==> config.mk <==
export PLATFORM = sky130hd
export DESIGN_NAME = cmsc_top
export DESIGN_NICKNAME = d
export VERILOG_FILES = /design/src/verilog/cmsc_pkg.sv /design/src/verilog/cmsc_top.sv
export SDC_FILE = /design/constraint.sdc
export NUM_CORES = 1
export LEC_CHECK = 0
export BUFFER_PORTS_ARGS = -buffer_cell sky130_fd_sc_hd__buf_2
export CORE_UTILIZATION = 55
export CTS_BUF_LIST = sky130_fd_sc_hd__clkbuf_4 sky130_fd_sc_hd__clkbuf_8
export CTS_CLUSTER_SIZE = 28
export DETAILED_ROUTE_END_ITERATION = 12
export PLACE_DENSITY_LB_ADDON = 0.05
export SLEW_MARGIN = 10
export SYNTH_ARGS = -nofsm -noshare
export SYNTH_HDL_FRONTEND = slang
export SYNTH_SLANG_ARGS = --single-unit
==> constraint.sdc <==
create_clock -name clk_in -period 4 [get_ports clk_in]
set_clock_uncertainty 0.2 [all_clocks]
set_input_delay 0.6 -clock clk_in [delete_from_list [all_inputs] [get_ports clk_in]]
set_output_delay 0.6 -clock clk_in [all_outputs]
set_load 0.03 [all_outputs]
==> src/verilog/cmsc_pkg.sv <==
// Package of constants and types for the clock mode and stop controller.
package cmsc_pkg;
	// Register byte offsets on the Avalon-MM slave.
	localparam logic [3:0] CMSC_OFF_CLKS   = 4'h0;
	localparam logic [3:0] CMSC_OFF_LOOP   = 4'h4;
	localparam logic [3:0] CMSC_OFF_DEBUG  = 4'h8;
	localparam logic [3:0] CMSC_OFF_STATUS = 4'hC;
	// Field positions of the clock select register.
	localparam int CMSC_B_BUS_SEL   = 7;
	localparam int CMSC_B_PSEUDO_STOP_SELECT      = 6;
	localparam int CMSC_B_WATCHDOG_STOP_CLOCK_OFF      = 5;
	localparam int CMSC_B_WD_HI     = 4;
	localparam int CMSC_B_TICK_PSE  = 3;
	localparam int CMSC_B_WD_PSE    = 2;
	localparam int CMSC_B_TICK_SEL  = 1;
	localparam int CMSC_B_WD_LO     = 0;
	localparam int CMSC_B_XTAL_EN   = 8;
	// Field positions of the loop configuration register.
	localparam int CMSC_POST_LSB = 0;
	localparam int CMSC_REFD_LSB = 8;
	localparam int CMSC_REFD_W   = 4;
	localparam int CMSC_POST_W   = 5;
	// Field positions of the debug register.
	localparam int CMSC_B_FREEZE = 3;
	localparam int CMSC_RATE_W   = 3;
	// Reset values and the maximum watchdog rate.
	localparam logic [8:0] CMSC_CLKS_RST = 9'h080;
	localparam logic [4:0] CMSC_POST_RST = 5'h03;
	localparam logic [3:0] CMSC_REFD_RST = 4'h0;
	localparam logic [2:0] CMSC_RATE_MAX = 3'h7;
	// Loop oscillator frequency after reset, in MHz.
	localparam int CMSC_LOOP_OSC_MHZ = 50;
	// Stop entry and exit latency of the RC watchdog clock, in ns.
	localparam int CMSC_LAT_NS  = 2000;
	localparam int CMSC_CLK_NS  = 100;
	localparam int CMSC_LAT_CYC = (CMSC_LAT_NS + CMSC_CLK_NS - 1) / CMSC_CLK_NS;
	localparam int CMSC_LAT_W   = 6;
	// Operating modes, Gray coded along run, latency, full stop.
	typedef enum logic [2:0]
	{
		CMSC_RUN        = 3'b000,
		CMSC_ENTER_LAT  = 3'b001,
		CMSC_FULL_STOP  = 3'b011,
		CMSC_PSEUDO     = 3'b111,
		CMSC_EXIT_LAT   = 3'b010
	} cmsc_mode_t;
	// Bus clock source encodings.
	typedef enum logic [1:0]
	{
		CMSC_SRC_INT_REF = 2'b00,
		CMSC_SRC_XTAL_REF = 2'b01,
		CMSC_SRC_BYPASS  = 2'b11
	} cmsc_src_t;
endpackage

==> src/verilog/cmsc_top.sv <==
// Clock mode and stop controller with an Avalon-MM register slave.
// What this block does
// - Reset enters engaged internal reference mode.
// - Reset loop setup 50MHz, post divider 3.
// - Source select zero bypasses; loop stays running.
// - Wait mode changes nothing here.
// - Stop halts bus clocks, loop, 1MHz reference.
// - Stop disables low-voltage interrupt and reset.
// - Pseudo stop needs pseudo bit and crystal.
// - Full stop disables the crystal oscillator.
// - Full stop, watchdog hi zero: counters halt.
// - Full stop wake forces selects to defaults.
// - RC watchdog clock gated by stop-off bit.
// - RC watchdog gating inserts stop latency.
// - Full stop always halts the tick counter.
// - Pseudo stop keeps the crystal running.
// - Pseudo stop, hi zero: enabled counters run.
// - Pseudo stop, hi one: tick on crystal.
// - Pseudo stop leaves clock selects unchanged.
// - Debug freeze holds tick and watchdog counters.
// - Debug freeze may force maximum watchdog rate.
// - Reset pin bidirectional, open-drain on internal reset.
`timescale 1ns/100ps
module cmsc_top
	import cmsc_pkg::*;
#(
	parameter int LAT_CYCLES = CMSC_LAT_CYC
)
(
	input  wire logic        clk_in,
	input  wire logic        rst_n_in,
	input  wire logic [3:0]  avs_address_in,
	input  wire logic        avs_read_in,
	input  wire logic        avs_write_in,
	input  wire logic [31:0] avs_writedata_in,
	input  wire logic [3:0]  avs_byteenable_in,
	output logic [31:0]      avs_readdata_out,
	output logic             avs_waitrequest_out,
	input  wire logic        stop_cmd_in,
	input  wire logic        wake_in,
	input  wire logic        wait_cmd_in,
	input  wire logic        background_debug_mode_in,
	input  wire logic        crystal_up_flag_in,
	input  wire logic        loop_lock_in,
	input  wire logic        internal_reset_in,
	input  wire logic        reset_pin_in,
	output logic             reset_pin_out,
	output logic             reset_pin_oe_n_out,
	output logic             system_reset_n_out,
	output logic [1:0]       bus_source_out,
	output logic             bus_clock_en_out,
	output logic             loop_enable_out,
	output logic             internal_1mhz_reference_en_out,
	output logic             crystal_oscillator_en_out,
	output logic             rc_clock_en_out,
	output logic             autonomous_periodic_irq_en_out,
	output logic             low_voltage_interrupt_en_out,
	output logic             low_voltage_reset_en_out,
	output logic             reduced_regulator_mode_out,
	output logic             watchdog_count_en_out,
	output logic             watchdog_from_crystal_out,
	output logic             periodic_tick_count_en_out,
	output logic             tick_from_crystal_out,
	output logic [2:0]       watchdog_rate_out,
	output logic [4:0]       post_divider_out,
	output logic [3:0]       reference_divider_out,
	output logic             in_stop_out
);
	cmsc_mode_t        mode;
	logic [8:0]        clks;
	logic [4:0]        post_div;
	logic [3:0]        ref_div;
	logic              debug_freeze_bit;
	logic [2:0]        watchdog_rate_field;
	logic [CMSC_LAT_W-1:0] lat_cnt;
	logic              pseudo_latched;
	logic              take_wr;
	logic              sy_up1, sy_up2, sy_lk1, sy_lk2, sy_bd1, sy_bd2;
	logic              sy_rp1, sy_rp2;
	logic              acc;
	logic              in_stop;
	logic              rc_gated;
	logic              pseudo_sel;
	logic              wd_run, tk_run;
	logic [1:0]        next_src;

	// Pins and outside-domain levels pass two flip-flops.
	always_ff @(posedge clk_in or negedge rst_n_in)
		if (!rst_n_in)
		begin
			{sy_up1, sy_up2, sy_lk1, sy_lk2} <= 4'h0;
			// The pin is pulled low by this block in reset, so start low too.
			{sy_bd1, sy_bd2, sy_rp1, sy_rp2} <= 4'h0;
		end
		else
		begin
			sy_up1 <= crystal_up_flag_in;
			sy_up2 <= sy_up1;
			sy_lk1 <= loop_lock_in;
			sy_lk2 <= sy_lk1;
			sy_bd1 <= background_debug_mode_in;
			sy_bd2 <= sy_bd1;
			sy_rp1 <= reset_pin_in;
			sy_rp2 <= sy_rp1;
		end

	assign acc = avs_read_in | avs_write_in;
	assign take_wr = avs_write_in & ~avs_waitrequest_out;
	assign in_stop = (mode != CMSC_RUN);
	// Either stop chooses its flavour once, at entry.
	assign pseudo_sel = clks[CMSC_B_PSEUDO_STOP_SELECT] & clks[CMSC_B_XTAL_EN];
	assign rc_gated = clks[CMSC_B_WD_HI] & clks[CMSC_B_WATCHDOG_STOP_CLOCK_OFF];

	// Stop sequencing; wait_cmd_in is deliberately ignored.
	always_ff @(posedge clk_in or negedge rst_n_in)
		if (!rst_n_in)
		begin
			mode <= CMSC_RUN;
			lat_cnt <= '0;
			pseudo_latched <= 1'b0;
		end
		else
		begin
			case (mode)
				CMSC_RUN:
					if (stop_cmd_in)
					begin
						pseudo_latched <= pseudo_sel;
						lat_cnt <= LAT_CYCLES[CMSC_LAT_W-1:0];
						if (rc_gated)
							mode <= CMSC_ENTER_LAT;
						else
							mode <= pseudo_sel ? CMSC_PSEUDO : CMSC_FULL_STOP;
					end
				CMSC_ENTER_LAT:
					if (lat_cnt <= 1)
						mode <= pseudo_latched ? CMSC_PSEUDO : CMSC_FULL_STOP;
					else
						lat_cnt <= lat_cnt - 1'b1;
				CMSC_FULL_STOP, CMSC_PSEUDO:
					if (wake_in)
					begin
						lat_cnt <= LAT_CYCLES[CMSC_LAT_W-1:0];
						mode <= rc_gated ? CMSC_EXIT_LAT : CMSC_RUN;
					end
				CMSC_EXIT_LAT:
					if (lat_cnt <= 1)
						mode <= CMSC_RUN;
					else
						lat_cnt <= lat_cnt - 1'b1;
				default:
					mode <= CMSC_RUN;
			endcase
		end

	// Clock select register; full stop wake forces the bus, watchdog and tick select bits to defaults.
	always_ff @(posedge clk_in or negedge rst_n_in)
		if (!rst_n_in)
			clks <= CMSC_CLKS_RST;
		else if (mode == CMSC_FULL_STOP && wake_in)
		begin
			clks[CMSC_B_BUS_SEL] <= 1'b1;
			clks[CMSC_B_WD_LO] <= 1'b0;
			clks[CMSC_B_TICK_SEL] <= 1'b0;
		end
		else if (!in_stop && take_wr && avs_byteenable_in[0]
			&& avs_address_in == CMSC_OFF_CLKS)
		begin
			clks[7:0] <= avs_writedata_in[7:0];
			if (avs_byteenable_in[1])
				clks[CMSC_B_XTAL_EN] <= avs_writedata_in[CMSC_B_XTAL_EN];
		end

	// Loop configuration and debug registers.
	always_ff @(posedge clk_in or negedge rst_n_in)
		if (!rst_n_in)
		begin
			post_div <= CMSC_POST_RST;
			ref_div <= CMSC_REFD_RST;
			debug_freeze_bit <= 1'b0;
			watchdog_rate_field <= '0;
		end
		else if (take_wr && !in_stop)
		begin
			if (avs_address_in == CMSC_OFF_LOOP)
			begin
				if (avs_byteenable_in[0])
					post_div <= avs_writedata_in[CMSC_POST_LSB +: CMSC_POST_W];
				if (avs_byteenable_in[1])
					ref_div <= avs_writedata_in[CMSC_REFD_LSB +: CMSC_REFD_W];
			end
			if (avs_address_in == CMSC_OFF_DEBUG && avs_byteenable_in[0])
			begin
				debug_freeze_bit <= avs_writedata_in[CMSC_B_FREEZE];
				watchdog_rate_field <= avs_writedata_in[CMSC_RATE_W-1:0];
			end
		end

	// Every access gets one wait cycle; the price of a registered waitrequest.
	always_ff @(posedge clk_in or negedge rst_n_in)
		if (!rst_n_in)
			avs_waitrequest_out <= 1'b1;
		else
			avs_waitrequest_out <= ~(acc & avs_waitrequest_out);

	// Read data is loaded in the wait cycle and stands until the next read.
	always_ff @(posedge clk_in or negedge rst_n_in)
		if (!rst_n_in)
			avs_readdata_out <= '0;
		else if (avs_read_in && avs_waitrequest_out)
			case (avs_address_in)
				CMSC_OFF_CLKS:   avs_readdata_out <= {23'h0, clks};
				CMSC_OFF_LOOP:   avs_readdata_out <= {20'h0, ref_div,
					3'h0, post_div};
				CMSC_OFF_DEBUG:  avs_readdata_out <= {28'h0,
					debug_freeze_bit, watchdog_rate_field};
				CMSC_OFF_STATUS: avs_readdata_out <= {26'h0, sy_bd2,
					mode, sy_lk2 & ~in_stop, sy_up2};
				default:         avs_readdata_out <= '0;
			endcase

	// Counter gating per mode.
	always_comb
	begin
		wd_run = 1'b1;
		tk_run = 1'b1;
		if (mode == CMSC_FULL_STOP)
		begin
			tk_run = 1'b0;
			wd_run = clks[CMSC_B_WD_HI] & ~clks[CMSC_B_WATCHDOG_STOP_CLOCK_OFF];
		end
		else if (mode == CMSC_PSEUDO)
		begin
			tk_run = clks[CMSC_B_TICK_PSE];
			wd_run = clks[CMSC_B_WD_HI] ? ~clks[CMSC_B_WATCHDOG_STOP_CLOCK_OFF]
				: clks[CMSC_B_WD_PSE];
		end
		else if (mode != CMSC_RUN)
			wd_run = ~rc_gated;
		if (sy_bd2 && debug_freeze_bit)
		begin
			wd_run = 1'b0;
			tk_run = 1'b0;
		end
	end

	// Bus source: loop on internal or crystal reference, or bypass.
	always_comb
	begin
		if (!clks[CMSC_B_BUS_SEL])
			next_src = CMSC_SRC_BYPASS;
		else if (clks[CMSC_B_XTAL_EN] && sy_up2 && sy_lk2)
			next_src = CMSC_SRC_XTAL_REF;
		else
			next_src = CMSC_SRC_INT_REF;
	end

	// Registered outputs.
	always_ff @(posedge clk_in or negedge rst_n_in)
		if (!rst_n_in)
		begin
			bus_source_out <= CMSC_SRC_INT_REF;
			bus_clock_en_out <= 1'b1;
			loop_enable_out <= 1'b1;
			internal_1mhz_reference_en_out <= 1'b1;
			crystal_oscillator_en_out <= 1'b0;
			rc_clock_en_out <= 1'b1;
			autonomous_periodic_irq_en_out <= 1'b1;
			low_voltage_interrupt_en_out <= 1'b1;
			low_voltage_reset_en_out <= 1'b1;
			reduced_regulator_mode_out <= 1'b0;
			watchdog_count_en_out <= 1'b1;
			watchdog_from_crystal_out <= 1'b0;
			periodic_tick_count_en_out <= 1'b1;
			tick_from_crystal_out <= 1'b0;
			watchdog_rate_out <= '0;
			post_divider_out <= CMSC_POST_RST;
			reference_divider_out <= CMSC_REFD_RST;
			in_stop_out <= 1'b0;
		end
		else
		begin
			bus_source_out <= next_src;
			bus_clock_en_out <= ~in_stop;
			loop_enable_out <= ~in_stop;
			internal_1mhz_reference_en_out <= ~in_stop;
			crystal_oscillator_en_out <= clks[CMSC_B_XTAL_EN]
				& (mode == CMSC_RUN || mode == CMSC_PSEUDO
				|| (in_stop && pseudo_latched));
			rc_clock_en_out <= 1'b1;
			autonomous_periodic_irq_en_out <= 1'b1;
			low_voltage_interrupt_en_out <= ~in_stop;
			low_voltage_reset_en_out <= ~in_stop;
			reduced_regulator_mode_out <= in_stop;
			watchdog_count_en_out <= wd_run;
			watchdog_from_crystal_out <= (mode == CMSC_PSEUDO)
				& ~clks[CMSC_B_WD_HI];
			tick_from_crystal_out <= (mode == CMSC_PSEUDO);
			periodic_tick_count_en_out <= tk_run;
			// Forcing the slowest rate keeps a halted CPU from tripping it.
			watchdog_rate_out <= (sy_bd2 && debug_freeze_bit)
				? CMSC_RATE_MAX : watchdog_rate_field;
			post_divider_out <= post_div;
			reference_divider_out <= ref_div;
			in_stop_out <= in_stop;
		end

	// Reset pin: internal reset pulls it low; an external low resets all.
	always_ff @(posedge clk_in or negedge rst_n_in)
		if (!rst_n_in)
		begin
			reset_pin_out <= 1'b0;
			reset_pin_oe_n_out <= 1'b0;
			system_reset_n_out <= 1'b0;
		end
		else
		begin
			reset_pin_out <= 1'b0;
			reset_pin_oe_n_out <= ~internal_reset_in;
			system_reset_n_out <= sy_rp2 & ~internal_reset_in;
		end

	// Unused bus inputs are acknowledged without effect.
	logic unused_ok;
	assign unused_ok = acc | wait_cmd_in | (|avs_writedata_in[31:9]);
endmodule // cmsc_top
==> flow_summary.toml, run 1 <==
[status]
status = "complete, no violations"

[route]
remaining_drc_errors = 0
final_antenna_net_count = 0
wl_mm = 6.06
routedWlPerCell_um = 14.8
dr.pass1.iters = 4
drtIter0Drc = 110
vias_per_cell = 5.21
vias = 2132

[worst_setup_path]
cp.arrival_ns = 2.42
worst-path-max-fanout = 14
crit_path_start_kind = "flip-flop"
cp.required_ns = 4.02
crit_type = "reg2reg"
cp-end-kind = "flip-flop"
reg2regPathDepth = 4

[yosys]
synth_flop_cell = "dfrtp_1"
synth_seq_cells = 76
synthAdderAreaFrac = 0.00762
yosysTopAreaCell = "dfrtp_1"
synthesis.area_um2 = 3280
ys_types = 45
synth_xor_area_frac = 0.00267
syn_inst = 266
synthArstFlopShare = 1.00
synth_top_area_frac = 0.511
synth_simple_gate_area_share = 0.123
yosys_warnings = 0
synth_top_family_by_area = "simple AND/OR/NAND/NOR gates"
netlist_top_cells_area = "dfrtp_1 51%, dfstp_2 7.2%, buf_4 6.6%"
syn_avg_cell_area_um2 = 12.3
synthMuxAreaShare = 0.109
ys_seq_area_frac = 0.583
synth-compound-area-share = 0.0812
synth_edf_count = 0

[global_routing]
antenna_found_initial = 0
grt_pass1_wl_mm = 9.96
grtUsageTotal = 0.215
grt_max_degree = 77
gr-total-overflow = 0
grt_util_met2 = 0.332
grt_busiest_layer = "met2"
grt_use_met3 = 0.0506
use_met1 = 0.293
grt_pass1_vias = 1990

[sta]
tightest_slew_ns = 0.918
rsz0062_at_grt = "false"
maxSlewViolCount = 0
tns_ns = 0
fmax_ghz = 0.417
hold_violations = 0
max_slew_margin = 0.388
period_minus_slack_ns = 2.40
setup_viol = 0
timing.final.crit_share = 0.599

[placement]
gp_congestion = 0.751
place_hpwl_mm = 4.21
portBuffers = 69

[layout]
drive_gt1_frac = 0.374
ff_latch_area_um2 = 1910
nets = 386
antenna_cells = 0
syn_to_final_growth_pct = 14.3
multiInputGateArea_um2 = 1150
nFillCells = 445

[cts]
hold_buffers = 0
cts_max_level = 3
clk_pin_slew_ns = 0.08
cts_tree = "done"
cts_inserted_buffers = 9
insertion_delay_ns = 0.33
ctsResizeCount = 0
clock_tree.buffer_depth = 2
cts_setup_buffers = 0
clkSinkCount = 76
cts_root_buf = "clkbuf_8"

[min_path]
holdPathStages = 0
hp-class = "reg2reg"

[power]
power.density_nw_per_um2 = 578
power_mw = 2.17
ir_worst_vdd_v = 0.000367
p_leak_nw = 1.98

[die]
initial_core_util = 0.582
die-width_um = 79.2
dieArea_um2 = 6280
coreArea_um2 = 5640
rows = 27
die_y_um = 79.2
ios = 116

[run]
maxCapViolCount = 0
per-stage QoR:
step / hold slack (ns) / setup slack, ns / cells / utilization / area [um^2]
2_1_floorplan: 0.104 / 2.02 / 287 / - / 3360
3_3_place_gp: 0.132 / 1.44 / 393 / 0.628 / 3540
3_5_place_dp: 0.137 / 1.41 / 393 / 0.628 / 3540
4_1_cts: 0.153 / 1.53 / 409 / 0.665 / 3750
5_1_grt: 0.143 / 1.39 / 409 / 0.665 / 3750
6_report: 0.146 / 1.60 / 409 / 0.665 / 3750
layout by cell type (no fill, tap or decap), drive strengths merged, types with 2 or more instances in the layout:
cell	instances
mux4	3
dfrtp	67
dfstp	9
buf	69
or3	2
inv	11
conb	23
mux2i	5
ha	2
nor2b	2
nand4	5
a31oi	4
o21ai	20
nand2	29
nor4	3
a22o	6
nor4b	2
nand2b	6
nor2	6
a21oi	2
and3	2
mux2	19
o211ai	2
nand3	12
clkinv	3
clkbuf	12
synthesized netlist by cell type, types with 2 or more instances:
master	number
o21ai_0	20
mux2_4	7
a21oi_1	2
nand3_1	12
nor4_1	2
nand2_1	27
buf_4	29
dfstp_2	9
a31oi_1	4
conb_1	2
clkbuf_1	3
mux4_2	3
nor2b_1	2
nand2b_1	6
ha_1	2
mux2i_1	5
dfrtp_1	67
buf_6	2
a22o_1	6
nor2_1	6
inv_1	10
nand4_1	5
nand2_4	2
mux2_2	12
layout make-up:
class                   instances  area share
well taps                      72      0.0240
clock inverters                 4      0.0130
inverters                      11      0.0117
multi-input cells             165       0.306
repair buffers                 69      0.0928
clock buffers                  12      0.0424
flip-flops and latches         76       0.510
report_power, final:
part | switching [mW] | internal [mW] | total (mW)
Clock | 0.265 | 0.328 | 0.594
Sequential | 0.103 | 0.892 | 0.994
Combinational | 0.377 | 0.203 | 0.580
Total | 0.746 | 1.42 | 2.17
critical path, stage by stage, from the launching register on:
cell and delay, ns:
dfrtp_1 0.54, or3_4 0.46, inv_4 0.12, nand4_1 0.48, mux2_4 0.47
sequential cells by signal, summed over array words and instances, names as in the netlist, 2 cells and up:
signal	flops
watchdog_rate_out	3
post_div	5
post_divider_out	5
bus_source_out	2
lat_cnt	6
reference_divider_out	4
ref_div	4
avs_readdata_out	12
watchdog_rate_field	3
clks	9
mode	3
per-layer routing:
| metal | part of all wire | vias up |
|---|---|---|
| li1 | - | 1004 |
| met1 | 0.46 | 1056 |
| met2 | 0.49 | 64 |
| met3 | 0.041 | 8 |
| met4 | 0.016 | 0 |
| met5 | 0 | - |
path summary, 6_finish.rpt:
path	startpoint	end	slack [ns]
worst max register to register	mode[0]	clks[5]	1.60
worst min-delay path	sy_rp1	sy_rp2	0.15
worst min register to register	sy_rp1	sy_rp2	0.15
min in group asynchronous	rst_n_in	lat_cnt[0]	0.20
max in group asynchronous	rst_n_in	avs_readdata_out[0]	2.81
worst max-delay path	mode[0]	clks[5]	1.60
cell families (layout without fill, tap and decap cells):
group	Yosys count	after routing
xor+xnor	1	1
fa+ha+maj	2	2
mux	27	27
simple gates	71	71
other cells	2	23
flops	76	76
buf+inv	46	96
compound gates	41	41
Power figures use the tool's default switching activity.
==> run 2: changes to the inputs <==
- ABC_AREA: default -> 1
- CORE_UTILIZATION: 55 -> 52
- clock period: 4 -> 2.3 ns (I/O delays scaled with it)
==> flow_summary.toml, run 2 <==
[status]
status = "finished, violations left"
violations = "design-rule violations"

[min_path]
hp-start = "avs_writedata_in[6]"
hp-class = "in2reg"
holdPathStages = 3

[layout]
nFillCells = 563
nets = 517
syn_to_final_growth_pct = 18.1
drive_gt1_frac = 0.286
reg_top3 = "avs_readdata_out: 12 flops, clks: 9 flops, lat_cnt: 6 flops"
regMostFlops = "avs_readdata_out"
final_core_util = 0.641
largest_reg_flops = 12
layout_common_cells = "109 x nand2_1, 68 x buf_2, 67 x dfrtp_1, 38 x inv_1, 25 x o21ai_0"
antenna_cells = 0
mostFrequentLayoutCell = "nand2_1"

[sta]
fmax_ghz = 0.558
tns_ns = 0
timing.final.crit_share = 0.779
period_minus_slack_ns = 1.79
rsz0062_at_grt = "false"
maxSlewViolCount = 0
hold_violations = 0
tightest_slew_ns = 0.565
setup_viol = 0
max_slew_margin = 0.623

[worst_setup_path]
crit_slowest_cell = "dfrtp_1"
cp_top_family = "simple AND/OR/NAND/NOR gates"
cp.required_ns = 2.33
worst-path-max-fanout = 15
cp.arrival_ns = 1.82
cp-end-kind = "flip-flop"
r2r_start = "mode[1]"
critical_path_cell_count = 6
cp.buffers_inverters = 0
path_cells = "nor2_4, nand2_4, nor2_8, nand3_4, o21ai_0, nand2_1"
critPathLaunch = "mode[1]"
reg2regPathDepth = 6
slowest_delay_ns = 0.47
crit_path_start_kind = "flip-flop"
crit_type = "reg2reg"

[yosys]
synth_seq_cells = 76
syn_avg_cell_area_um2 = 9.09
synth_top_area_frac = 0.481
ys_types = 33
ys_seq_area_frac = 0.549
yosys_warnings = 0
yosysTopAreaCell = "dfrtp_1"
syn_inst = 383
synth_flop_cell = "dfrtp_1"
netlist_top_cells_area = "dfrtp_1 48%, nand2_1 12%, dfstp_2 6.8%"
synth_edf_count = 0
yosysMostFrequentCell = "nand2_1"
synthArstFlopShare = 1.00
synthesis.area_um2 = 3480
yosys-top-cells-count = "109 x nand2_1, 67 x dfrtp_1, 38 x inv_1"

[cts]
clock_tree.buffer_depth = 2
insertion_delay_ns = 0.34
clk_pin_slew_ns = 0.07
cts_inserted_buffers = 9
cts_setup_buffers = 0
hold_buffers = 8
cts_root_buf = "clkbuf_8"
clkSinkCount = 76
cts_tree = "done"
ctsResizeCount = 0
cts_max_level = 3

[run]
maxCapViolCount = 0

[global_routing]
grt_max_degree = 44
grt_pass1_vias = 2538
antenna_found_initial = 0
grtUsageTotal = 0.215
gr-total-overflow = 0
grt_pass1_wl_mm = 11.8

[die]
ios = 116
die_y_um = 83.8
die-width_um = 83.8
initial_core_util = 0.542
dieArea_um2 = 7030
coreArea_um2 = 6420
rows = 29

[power]
pwr-share-clk = 0.267
combPwrFrac = 0.318
switchingPower_mw = 1.58
sw_frac_of_total = 0.372
seqPwrFrac = 0.414
p_int_mw = 2.67
ir_worst_vdd_v = 0.000545
power.density_nw_per_um2 = 1030
p_leak_nw = 2.27

[route]
wl_mm = 6.75
drtIter0Drc = 93
dr.pass1.iters = 8
remaining_drc_errors = 16
routedWlPerCell_um = 12.4
vias = 2573
vias_per_cell = 4.72
final_antenna_net_count = 0

[placement]
portBuffers = 69
gp_congestion = 0.813
place_hpwl_mm = 5.06
-- run 2: kinds of logic after synthesis --
| group | synth area share |
|---|---|
| AO/OA/AOI/OAI | 0.0697 |
| XOR/XNOR | 0.00503 |
| adder cells (fa/ha/maj) | 0.00719 |
| buffers and inverters | 0.116 |
| flip-flops | 0.549 |
| other | 0.00216 |
| AND/OR/NAND/NOR | 0.250 |
-- run 2: through the flow --
stage	std cells	area (um^2)	total power, mW	hold WS [ns]	setup slack (ns)
after floorplan	404	3560	2.86	-0.151	0.745
after detailed placement	521	3810	3.14	0.136	0.423
after CTS	545	4110	4.28	0.00852	0.492
after global placement	521	3810	3.10	0.133	0.482
final	545	4110	4.25	0.0152	0.508
after global routing	545	4110	4.53	0.0257	0.385
-- run 2: layout make-up --
type / instances / area, um^2 / area share
flip-flops and latches: 76 / 1910 / 0.465
multi-input cells: 251 / 1240 / 0.302
repair buffers: 81 / 470 / 0.114
inverters: 44 / 165 / 0.0401
clock buffers: 12 / 153 / 0.0371
well taps: 77 / 96.3 / 0.0234
clock inverters: 4 / 72.6 / 0.0176
-- run 2: metal layers --
| layer | wire [um] | GRT usage | vias to the layer above |
|---|---|---|---|
| li1 | - | - | 1310 |
| met1 | 3140 | 0.287 | 1189 |
| met2 | 3230 | 0.355 | 65 |
| met3 | 324 | 0.0366 | 9 |
| met4 | 61 | 0.0815 | 0 |
| met5 | 0 | 0 | - |
-- run 2: path summary, 6_finish.rpt --
check / end / slack (ns)
min in group asynchronous: reference_divider_out[0] / 0.34
min reg2reg: sy_lk2 / 0.15
max in group asynchronous: periodic_tick_count_en_out / 0.93
max: clks[8] / 0.51
min: clks[6] / 0.02
max reg2reg: clks[8] / 0.51
-- run 2: worst min-delay path, cell delays in order --
cell	delay (ns)
buf_2	0.09
nand2_1	0.05
nand2_1	0.05
-- run 2: power by group through the flow --
stage,sequential [mW],clock (mW),combinational [mW]
3_3_place_gp,1.78,0,1.32
2_1_floorplan,1.92,0,0.934
3_5_place_dp,1.79,0,1.35
5_1_grt,1.80,1.21,1.52
6_report,1.76,1.14,1.35
4_1_cts,1.76,1.15,1.36
